<file path="src/pkg/halt_standby_map.vh">
// constants for the halt standby controller: register offsets, fields, timing
// assumes apb byte addressing with one aligned 32-bit word per register
`ifndef HALT_STANDBY_MAP_VH
`define HALT_STANDBY_MAP_VH

// ------------------------------------------------------------
// register offsets
// ------------------------------------------------------------
`define OFS_CTRL        12'h000
`define OFS_STATUS      12'h004
`define OFS_INT_STATUS  12'h008
`define OFS_INT_MASK    12'h00C
`define OFS_PC          12'h010

// ------------------------------------------------------------
// fields
// ------------------------------------------------------------
`define CTRL_WIDE_SEL   0
`define CTRL_RC_MODE    1
`define CTRL_HALT_REQ   2
`define ST_HALTED       0
`define ST_WAKE_OK      1
`define EV_ENTER        0
`define EV_WAKE         1
`define EV_SERIAL       2
`define EV_REFUSED      3
`define EV_BITS         4

// ------------------------------------------------------------
// reset values and timing
// ------------------------------------------------------------
`define CTRL_RESET      3'h0
`define PC_RESET        12'h000
`define CYCLE_CLOCKS    4
`define CLK_PERIOD_NS   10
`define CLEAR_MIN_MS    10
`define CLEAR_MIN_CYCLES ((`CLEAR_MIN_MS * 1000000 + `CLK_PERIOD_NS - 1) / `CLK_PERIOD_NS)

`endif

</file>
<file path="src/design/cycle_divider.v">
// instruction cycle timer: one tick every CYCLE_CLOCKS enabled clocks
// assumes pclk domain, run gated off while halted
`timescale 1ns/1ps
module cycle_divider #(
   parameter CYCLE_CLOCKS = 4
) (
   input  wire pclk,    // system clock
   input  wire presetn, // async reset, active low
   input  wire ce,      // clock enable
   input  wire run,     // processor clocking allowed
   output reg  tick     // one-cycle pulse at end of instruction cycle
);
   reg [3:0] cnt_r;

   always @(posedge pclk or negedge presetn) begin
      if (!presetn) begin
         cnt_r <= 4'h0;
         tick  <= 1'b0;
      end else if (ce) begin
         if (!run) begin
            cnt_r <= 4'h0;
            tick  <= 1'b0;
         end else if (cnt_r == CYCLE_CLOCKS - 1) begin
            cnt_r <= 4'h0;
            tick  <= 1'b1;
         end else begin
            cnt_r <= cnt_r + 4'h1;
            tick  <= 1'b0;
         end
      end
   end
endmodule

</file>
<file path="src/design/release_detect.v">
// halt release qualification from wake port, serial completion and mode
// assumes all inputs synchronous to pclk
`timescale 1ns/1ps
module release_detect (
   input  wire [3:0] wake_port,   // wake_port_bit0..bit3
   input  wire       wide_sel,    // use bits 0..3 instead of bit 3
   input  wire       rc_mode,     // rc oscillator selected
   input  wire       serial_done, // serial transfer completion pulse
   output wire       entry_ok,    // selected wake bits all high
   output wire       wake_rel,    // wake release active
   output wire       serial_rel   // serial release active
);
   assign entry_ok   = wide_sel ? (&wake_port) : wake_port[3];
   // low selected bit releases, rc only
   assign wake_rel   = rc_mode & ~entry_ok;
   // serial release without condition in rc
   assign serial_rel = rc_mode & serial_done;
endmodule

</file>
<file path="src/design/halt_standby_control.v">
// halt standby controller with apb register access and interrupt
// assumes apb master in pclk domain; external clear has its own input, separate from presetn
`timescale 1ns/1ps
`include "halt_standby_map.vh"
module halt_standby_control #(
   parameter PC_W = 12
) (
   input  wire        pclk,                 // system clock, 100 MHz
   input  wire        presetn,              // async reset, active low
   input  wire        ce,                   // clock enable, freezes state
   input  wire        external_clear_input, // external clear, active low
   input  wire [3:0]  wake_port,            // wake port bits 0..3
   input  wire        halt_instr,           // halt instruction issued, pulse
   input  wire        serial_done,          // serial transfer complete, pulse
   input  wire        psel,                 // apb select
   input  wire        penable,              // apb enable
   input  wire        pwrite,               // apb write
   input  wire [11:0] paddr,                // apb address
   input  wire [31:0] pwdata,               // apb write data
   output wire        pready,               // apb ready
   output reg  [31:0] prdata,               // apb read data
   output wire        pslverr,              // apb error
   output wire        halted,               // core in standby
   output wire        core_run,             // processor clocking allowed
   output wire        cycle_tick,           // instruction cycle tick
   output reg  [PC_W-1:0] program_counter,  // fetch address
   output wire        irq                   // level interrupt
);
   localparam ST_RUN  = 1'b0;
   localparam ST_HALT = 1'b1;

   reg        state_r;
   reg [2:0]  ctrl_r;
   reg [`EV_BITS-1:0] ist_r;
   reg [`EV_BITS-1:0] imask_r;
   reg        clr_q_r;
   wire       entry_ok;
   wire       wake_rel;
   wire       serial_rel;
   wire       wr_en;
   wire       rd_en;
   wire       hit;
   wire       halt_go;
   wire       enter;
   wire       refused;
   wire       leave;
   wire [`EV_BITS-1:0] ev;

   // ------------------------------------------------------------
   // address decode
   // ------------------------------------------------------------
   function is_mapped;
      input [11:0] a;
      begin
         if (a == `OFS_CTRL)
            is_mapped = 1'b1;
         else if (a == `OFS_STATUS)
            is_mapped = 1'b1;
         else if (a == `OFS_INT_STATUS)
            is_mapped = 1'b1;
         else if (a == `OFS_INT_MASK)
            is_mapped = 1'b1;
         else if (a == `OFS_PC)
            is_mapped = 1'b1;
         else
            is_mapped = 1'b0;
      end
   endfunction

   assign pready  = 1'b1;
   assign hit     = is_mapped(paddr);
   assign pslverr = psel & penable & ~hit;
   assign wr_en   = ce & psel & penable & pwrite & hit;
   assign rd_en   = psel & ~penable & ~pwrite;

   release_detect u_rel (
      .wake_port   (wake_port),
      .wide_sel    (ctrl_r[`CTRL_WIDE_SEL]),
      .rc_mode     (ctrl_r[`CTRL_RC_MODE]),
      .serial_done (serial_done),
      .entry_ok    (entry_ok),
      .wake_rel    (wake_rel),
      .serial_rel  (serial_rel)
   );

   assign core_run = (state_r == ST_RUN);
   assign halted   = ~core_run;

   cycle_divider #(
      .CYCLE_CLOCKS (`CYCLE_CLOCKS)
   ) u_div (
      .pclk    (pclk),
      .presetn (presetn),
      .ce      (ce),
      .run     (core_run),
      .tick    (cycle_tick)
   );

   // ------------------------------------------------------------
   // standby sequencing
   // ------------------------------------------------------------
   // halt comes from the core or from a software write of the request bit
   assign halt_go = (halt_instr | (wr_en & (paddr == `OFS_CTRL) &
                    pwdata[`CTRL_HALT_REQ])) & core_run;
   // enter only with the selected wake bits high
   assign enter   = halt_go & entry_ok;
   assign refused = halt_go & ~entry_ok;
   // release during halt cycle is the far side's duty; entry wins here
   assign leave   = (state_r == ST_HALT) & (wake_rel | serial_rel);
   assign ev      = {refused, leave & serial_rel, leave & wake_rel & ~serial_rel, enter};

   // external clear is a level; registered once so a glitch-free low ends standby
   always @(posedge pclk or negedge presetn) begin
      if (!presetn)
         clr_q_r <= 1'b1;
      else if (ce)
         clr_q_r <= external_clear_input;
   end

   // clear ends standby and zeros pc
   always @(posedge pclk or negedge presetn) begin
      if (!presetn) begin
         state_r         <= ST_RUN;
         program_counter <= `PC_RESET;
      end else if (ce) begin
         if (!clr_q_r) begin
            state_r         <= ST_RUN;
            program_counter <= `PC_RESET;
         end else begin
            case (state_r)
               ST_RUN: begin
                  if (enter)
                     state_r <= ST_HALT;
                  // pc advances only on cycle ticks while running
                  else if (cycle_tick)
                     program_counter <= program_counter + {{(PC_W-1){1'b0}}, 1'b1};
               end
               ST_HALT: begin
                  if (leave)
                     state_r <= ST_RUN;
               end
               default: state_r <= ST_RUN;
            endcase
         end
      end
   end

   // ------------------------------------------------------------
   // registers
   // ------------------------------------------------------------
   // control kept across standby; only reset clears it
   always @(posedge pclk or negedge presetn) begin
      if (!presetn) begin
         ctrl_r  <= `CTRL_RESET;
         imask_r <= {`EV_BITS{1'b0}};
      end else if (wr_en) begin
         if (paddr == `OFS_CTRL)
            ctrl_r <= {1'b0, pwdata[`CTRL_RC_MODE], pwdata[`CTRL_WIDE_SEL]};
         else if (paddr == `OFS_INT_MASK)
            imask_r <= pwdata[`EV_BITS-1:0];
      end
   end

   // sticky events, write one clears, a new event wins over the clear
   always @(posedge pclk or negedge presetn) begin
      if (!presetn)
         ist_r <= {`EV_BITS{1'b0}};
      else if (ce) begin
         if (wr_en && paddr == `OFS_INT_STATUS)
            ist_r <= (ist_r & ~pwdata[`EV_BITS-1:0]) | ev;
         else
            ist_r <= ist_r | ev;
      end
   end

   assign irq = |(ist_r & imask_r);

   // read data registered in setup phase, valid in access phase
   always @(posedge pclk or negedge presetn) begin
      if (!presetn)
         prdata <= 32'h0000_0000;
      else if (ce && rd_en) begin
         if (paddr == `OFS_CTRL)
            prdata <= {29'h0000_0000, ctrl_r};
         else if (paddr == `OFS_STATUS)
            prdata <= {30'h0000_0000, entry_ok, halted};
         else if (paddr == `OFS_INT_STATUS)
            prdata <= {28'h0000_0000, ist_r};
         else if (paddr == `OFS_INT_MASK)
            prdata <= {28'h0000_0000, imask_r};
         else if (paddr == `OFS_PC)
            prdata <= {{(32-PC_W){1'b0}}, program_counter};
         else
            prdata <= 32'h0000_0000;
      end
   end
endmodule

</file>
<file path="config.mk">
export PLATFORM = sky130hd
export DESIGN_NAME = halt_standby_control
export DESIGN_NICKNAME = d
export VERILOG_FILES = /design/src/design/cycle_divider.v /design/src/design/release_detect.v /design/src/design/halt_standby_control.v
export VERILOG_INCLUDE_DIRS = /design/src /design/src/pkg
export SDC_FILE = /design/constraint.sdc
export NUM_CORES = 1
export LEC_CHECK = 0
export BUFFER_PORTS_ARGS = -buffer_cell sky130_fd_sc_hd__buf_2
export CORE_UTILIZATION = 48
export DETAILED_ROUTE_END_ITERATION = 6
export GPL_ROUTABILITY_DRIVEN = 0
export PLACE_DENSITY = 0.81
export SETUP_SLACK_MARGIN = 0.1
export SLEW_MARGIN = 10
export SYNTH_ARGS = -nofsm -noshare
export SYNTH_HDL_FRONTEND = slang
export SYNTH_HIERARCHICAL = 1
export SYNTH_SLANG_ARGS = --single-unit
</file>
<file path="constraint.sdc">
create_clock -name pclk -period 2.64 [get_ports pclk]
set_clock_uncertainty 0.2 [all_clocks]
set_input_delay 0.132 -clock pclk [delete_from_list [all_inputs] [get_ports pclk]]
set_output_delay 0.132 -clock pclk [all_outputs]
set_load 0.005 [all_outputs]
</file>
==> results of run 1 <==
==> what timing repair did <==
item,CTS,global route
hold buffers,6,0
buffers inserted,0,0
hold endpoints to repair,51,0
==> worst min-delay path by stage <==
stage / from / to / slack (ns) / cells past startpoint
2_1_floorplan: presetn / ctrl_r[0] / -0.36 / 0
3_3_place_gp: presetn / prdata[8] / 0.1 / 1
3_5_place_dp: presetn / prdata[10] / 0.10 / 1
4_1_cts: paddr[8] / ctrl_r[0] / 0.06 / 4
5_1_grt: paddr[1] / ctrl_r[0] / 0.08 / 4
6_report: paddr[8] / ctrl_r[0] / 0.06 / 4
==> cells in the mapped netlist, types with 3 or more instances <==
master	n
dfrtp_1	40
nand2_1	30
buf_4	23
o21ai_0	13
nand3_1	12
a22o_1	9
inv_1	9
nor3_1	9
o31ai_1	8
nor2_1	7
o21ai_1	7
nand2b_1	6
and2_1	4
clkbuf_1	4
mux2_2	4
mux2i_1	3
nand4_1	3
nor4_1	3
or3_1	3
or4_1	3
==> flip-flops by register name, summed over array words and instances, names as in the netlist <==
register and flops:
prdata 12, program_counter 12, imask_r 4, ist_r 4
u_div/cnt_r 4, ctrl_r 2, clr_q_r 1, halted 1
u_div/tick 1
==> report_power, final <==
group	total (uW)	leakage (uW)	switching [uW]	internal, uW
logic	259	0.000797	143	116
registers	765	0.000549	79.0	686
clock network	516	0.0000585	208	308
==> critical path: stages (launching register included) <==
cell      delay (ns)
dfrtp_1         0.39
nand2b_1        0.14
nand2_1         0.17
and2_1          0.21
o21ai_1         0.19
o311ai_4        0.22
or2_1           0.37
o41ai_2         0.35
==> logic make-up after synthesis <==
family / Yosys count
adder cells (fa/ha/maj): 2
AND/OR/NAND/NOR: 102
flip-flops: 41
other: 2
buffers and inverters: 40
multiplexers: 9
AO/OA/AOI/OAI: 58
==> final cells by class <==
cell class,count,area share [%]
Multi-Input combinational cell,192,43.82
Sequential cell,41,35.76
Timing Repair Buffer,64,12.28
Clock buffer,7,3.005
Tap cell,67,2.918
Inverter,9,1.176
Clock inverter,1,1.045
==> through the flow <==
| stage | power [uW] | cells |
|---|---|---|
| 2_1_floorplan | 937.5 | 273 |
| 3_3_place_gp | 1017 | 367 |
| 3_5_place_dp | 1028 | 367 |
| 4_1_cts | 1556 | 381 |
| 5_1_grt | 1633 | 381 |
| 6_report | 1540 | 381 |
==> per-layer routing <==
metal	part of all wire, %	up-vias
met1	44	1001
met5	0	-
met2	49	89
met3	5.7	11
li1	-	1007
met4	2.1	0
==> impl_metrics.yaml, run 1 <==
clock_network:
  clk_pin_slew_ns: 0.07
  ctsResizeCount: 0
  cts_max_level: 2
  cts_tree: "built"
  cts_root_buf: "clkbuf_8"
  cts_buffer_depth: 2
  cts_buffers: 5
  clock_latency_ns: 0.29
  clock-sinks: 41
timing:
  tightest_slew_ns: 0.8920
  tns_ns: 0
  setup_slack_ns: 0.3009
  drv_slew: 0
  max_freq_ghz: 0.4275
  hold_viol: 0
  rsz0062_at_grt: "no"
  finalSetupViolCount: 0
  relSlewSlack_pct: 40.53
  period_share_pct: 88.60
  hold_slack_ns: 0.05607
  min_period_ns: 2.339
global_route:
  overflow: 0
  grt_max_degree: 42
  globalRoute.busiestLayer: "met2"
  globalRouteTotalUtil_pct: 21.09
  grt_pass1_vias: 1889
  met2_usage_pct: 35.07
  met3_usage_pct: 4.938
  grt_pass1_wl_um: 8652
  grt_util_met1_pct: 25.93
  antenna_found_initial: 0
cells_and_area:
  syn2layout_area_growth_pct: 16.37
  antenna_cells: 0
  drive_gt1_share_pct: 28.34
  layout_common_cells: "57 x buf_2, 40 x dfrtp_1, 30 x nand2_1, 21 x conb_1, 13 x o21ai_0"
  final-seq-area_um2: 1027
  layout_commonest_cell: "buf_2"
  stdcell_area_um2: 2873
  nNetsFinal: 372
  final_core_util_pct: 59.25
  multi_input_area_um2: 1259
  fill_cells: 430
worst_setup_path:
  end_kind: "flop"
  rr_startpoint: "ctrl_r[0]"
  cp_data_arrival_time_ns: 2.33
  r2r_slack_ns: 0.30
  path_class: "reg -> reg"
  critPathRequiredTime_ns: 2.63
  path_max_fanout: 13
  r2r-end: "program_counter[6]"
  reg2regPathDepth: 7
  startpoint: "ctrl_r[0]"
  startpoint_type: "flop"
  endpoint: "program_counter[6]"
power_and_ir_drop:
  ir_worst_vdd_mv: 0.3072
  p_per_area_nw_per_um2: 536.0
  p_leak_uw: 0.001405
yosys:
  synth_area_leaders: "dfrtp_1 41%, buf_4 7.0%, nand2_1 4.6%"
  ys_seq_elements: 41
  synthMuxAreaShare_pct: 4.257
  ys_seq_area_share_pct: 41.61
  synth.distinct_cells: 58
  postSynth.asyncResetShare_pct: 100.0
  synth-simple-area-share_pct: 24.94
  synth_top_family_by_area: "simple AND/OR/NAND/NOR gates"
  ys_warn_count: 6
  avgSynthCellArea_um2: 9.719
  yosys.area.top_type: "dfrtp_1"
  netlist_instances: 254
  synth_area_um2: 2469
  synth_ff_type: "dfrtp_1"
  synth_compound_area_share_pct: 17.59
  synth_fa_ha_area_share_pct: 1.014
  synth_xor_area_share_pct: 0
  synth_edf_count: 0
  synth_top_area_share_pct: 40.55
floorplan:
  io_pins: 107
  die_area_um2: 5434
  rows: 25
  die_w_um: 73.72
  initial_utilization_pct: 50.92
  core_um2: 4848
  die_y_um: 73.72
route:
  drt-initial-drc-count: 82
  drc: 0
  ant_nets: 0
  firstDrtPassIters: 4
  vias: 2108
  post_drt_wl_per_cell_um: 14.08
  vias_per_cell: 5.533
  totalWireLength_um: 5366
run_status:
  status: "completed"
placement:
  place_hpwl_um: 3908
  placed_area_um2: 2696
  pre_cts_ws_ns: 0.3305
  numPortBuffers: 57
min_path:
  hold_path.class: "in -> reg"
flow_run:
  maxCapViolCount: 0
Note: power is estimated with default switching activity, not from simulation.
==> inputs of run 2 (changes only) <==
--- a/config.mk
+++ b/config.mk
@@ -6,11 +6,13 @@
 export SDC_FILE = /design/constraint.sdc
 export NUM_CORES = 1
 export LEC_CHECK = 0
+export ABC_AREA = 1
 export BUFFER_PORTS_ARGS = -buffer_cell sky130_fd_sc_hd__buf_2
-export CORE_UTILIZATION = 48
+export CORE_ASPECT_RATIO = 0.8
+export CORE_UTILIZATION = 49
 export DETAILED_ROUTE_END_ITERATION = 6
 export GPL_ROUTABILITY_DRIVEN = 0
-export PLACE_DENSITY = 0.81
+export PLACE_DENSITY = 0.8
 export SETUP_SLACK_MARGIN = 0.1
 export SLEW_MARGIN = 10
 export SYNTH_ARGS = -nofsm -noshare
==> run 2 against run 1 <==
Effect of this change:
- via count rose by 24%
- final cell count rose by 28%
- sequential cell count did not move
- hold slack got worse by 0.053 ns
- clock power rose by 17%
- sequential share of layout area fell by 3.5 points
- synthesized cell count rose by 43%
- first-iteration DRC count rose to 2.8 times the previous value
- critical endpoint is now program_counter[8]
- largest cell class unchanged
- highest routed layer unchanged
==> impl_metrics.yaml, run 2 <==
worst_setup_path:
  critPathTopFamily: "compound AO/OA/AOI/OAI gates"
  worst_path_most_repeated_cell: "nand2_1"
  critPathRequiredTime_ns: 2.63
  rr_startpoint: "halted"
  startpoint: "halted"
  cpPeakStageDelay_ns: 0.72
  path_cells: "a21boi_0 > nand3_2 > nand2_1 > nand2_1"
  path_max_fanout: 12
  cp_data_arrival_time_ns: 2.06
  path_class: "reg -> reg"
  startpoint_type: "flop"
  critPathSlowestCell: "a21boi_0"
  end_kind: "flop"
  cp.buffers_inverters: 0
route:
  wl_met3_um: 452
  vias: 2617
  totalWireLength_um: 6666
  top_layer_used: "met4"
  drc: 0
  post_drt_wl_per_cell_um: 13.63
  vias_per_cell: 5.352
  met1Wirelength_um: 3079
  ant_nets: 0
  route.met2.wl_um: 3038
  drt-initial-drc-count: 229
  firstDrtPassIters: 5
clock_network:
  cts_max_level: 2
  cts_root_buf: "clkbuf_8"
  ctsResizeCount: 0
  clock-sinks: 41
  cts_buffers: 5
  cts_buffer_depth: 2
  postCtsSetupBuffers: 0
  clk_pin_slew_ns: 0.08
  cts_tree: "built"
  clock_latency_ns: 0.30
timing:
  min_period_ns: 2.076
  tns_ns: 0
  rsz0062_at_grt: "no"
  finalSetupViolCount: 0
  tightest_slew_ns: 0.9439
  hold_viol: 0
  relSlewSlack_pct: 37.08
  drv_slew: 0
  setup_slack_ns: 0.5638
  max_freq_ghz: 0.4817
  period_share_pct: 78.64
cells_and_area:
  syn2layout_area_growth_pct: 16.72
  reg.largest.list: "prdata x12, program_counter x12"
  nNetsFinal: 485
  fill_cells: 483
  final_core_util_pct: 61.55
  stdcell_area_um2: 3188
  layout_common_cells: "96 x nand2_1, 57 x buf_2, 40 x dfrtp_1, 39 x inv_1, 28 x nor2_1"
  layout_commonest_cell: "nand2_1"
  drive_gt1_share_pct: 22.01
  antenna_cells: 0
floorplan:
  die_area_um2: 5879
  rows: 23
  core_um2: 5180
  die_y_um: 68.78
  initial_utilization_pct: 52.73
  io_pins: 107
  die_w_um: 85.48
yosys:
  postSynth.asyncResetShare_pct: 100.0
  synthTopCellsByCount: "96 x nand2_1, 40 x dfrtp_1, 39 x inv_1"
  synth.distinct_cells: 41
  synth_area_um2: 2731
  ys_warn_count: 6
  synth.most_common_cell: "nand2_1"
  synth_edf_count: 0
  avgSynthCellArea_um2: 7.545
  netlist_instances: 362
  yosys.area.top_type: "dfrtp_1"
  ys_seq_elements: 41
  synth_top_area_share_pct: 36.65
  synth_ff_type: "dfrtp_1"
  synth_area_leaders: "dfrtp_1 37%, nand2_1 13%, buf_4 6.0%"
  ys_seq_area_share_pct: 37.61
placement:
  placed_area_um2: 2964
  numPortBuffers: 57
  pre_cts_ws_ns: 0.5838
  place_hpwl_um: 4923
global_route:
  grt_pass1_vias: 2321
  overflow: 0
  antenna_found_initial: 0
  grt_max_degree: 42
  grt_pass1_wl_um: 10810
  globalRouteTotalUtil_pct: 23.92
run_status:
  status: "completed"
power_and_ir_drop:
  p_leak_uw: 0.001674
  p_per_area_nw_per_um2: 506.6
  ir_worst_vdd_mv: 0.3978
flow_run:
  maxCapViolCount: 0
min_path:
  min-delay-start: "ce"
  hold_path.class: "in -> reg"
-- run 2: cell count changes after synthesis, moves of 9 or more --
cell and delta:
nand2_1 +66, nand3_1 +9, nand4_1 +21, inv_1 +30, nor2_1 +21
-- run 2: routing by layer --
| layer | track usage (%) | vias to the layer above |
|---|---|---|
| met5 | 0 | - |
| met3 | 4.524 | 10 |
| met2 | 40.10 | 107 |
| met1 | 31.71 | 1221 |
| li1 | - | 1279 |
| met4 | 7.917 | 0 |
-- run 2: path summary, 6_finish.rpt --
| path | slack (ns) | to | cells after the start |
|---|---|---|---|
| hold / removal | 0.003 | clr_q_r | 3 |
| min in group asynchronous | 0.32 | imask_r[2] | 2 |
| hold reg to reg | 0.29 | prdata[3] | 2 |
| setup reg to reg | 0.56 | program_counter[8] | 4 |
| setup / recovery | 0.56 | program_counter[8] | 4 |
| max in group asynchronous | 1.34 | program_counter[6] | 2 |
-- run 2: cell families after synthesis --
group	after synthesis	share of synthesized area (%)
and+or+nand+nor	200	38.39
adders and majority gates	2	0.9160
other	2	0.2750
DFF	41	37.61
buffers and inverters	69	13.15
AOI/OAI and AO/OA	48	9.665
-- run 2: layout make-up --
type / count / area (um^2) / share of cell area [%]
Multi-Input combinational cell: 271 / 1416 / 44.43
Timing Repair Buffer: 67 / 382.9 / 12.01
Inverter: 40 / 150.1 / 4.710
Sequential cell: 41 / 1027 / 32.22
Clock inverter: 3 / 65.06 / 2.041
Clock buffer: 5 / 68.82 / 2.159
Tap cell: 62 / 77.57 / 2.433
-- run 2: worst reg2reg max path: stages (launching register included) --
cell and delay (ns):
dfrtp_1 0.45, a21boi_0 0.72, nand3_2 0.38, nand2_1 0.15
nand2_1 0.06
-- run 2: power by group --
group          total (uW)  switching (uW)  internal (uW)  leakage (uW)
clock network         605             230            376     0.0000681
logic                 270             166            103       0.00105
registers             740            68.7            671      0.000552
total                1610             465           1150       0.00167
-- run 2: metrics by stage --
| stage | hold slack [ns] | total power, uW | std cells |
|---|---|---|---|
| 2_1_floorplan | -0.3636 | 925.5 | 381 |
| 3_3_place_gp | 0.1235 | 991.1 | 472 |
| 3_5_place_dp | 0.1281 | 1006 | 472 |
| 4_1_cts | 0.006758 | 1618 | 489 |
| 5_1_grt | 0.03617 | 1691 | 489 |
| 6_report | 0.002614 | 1615 | 489 |
-- run 2: what timing repair did --
action,4_1_cts,5_1_grt
hold buffers,9,0
endpoints found under the setup margin,0,0
hold endpoints to repair,55,0
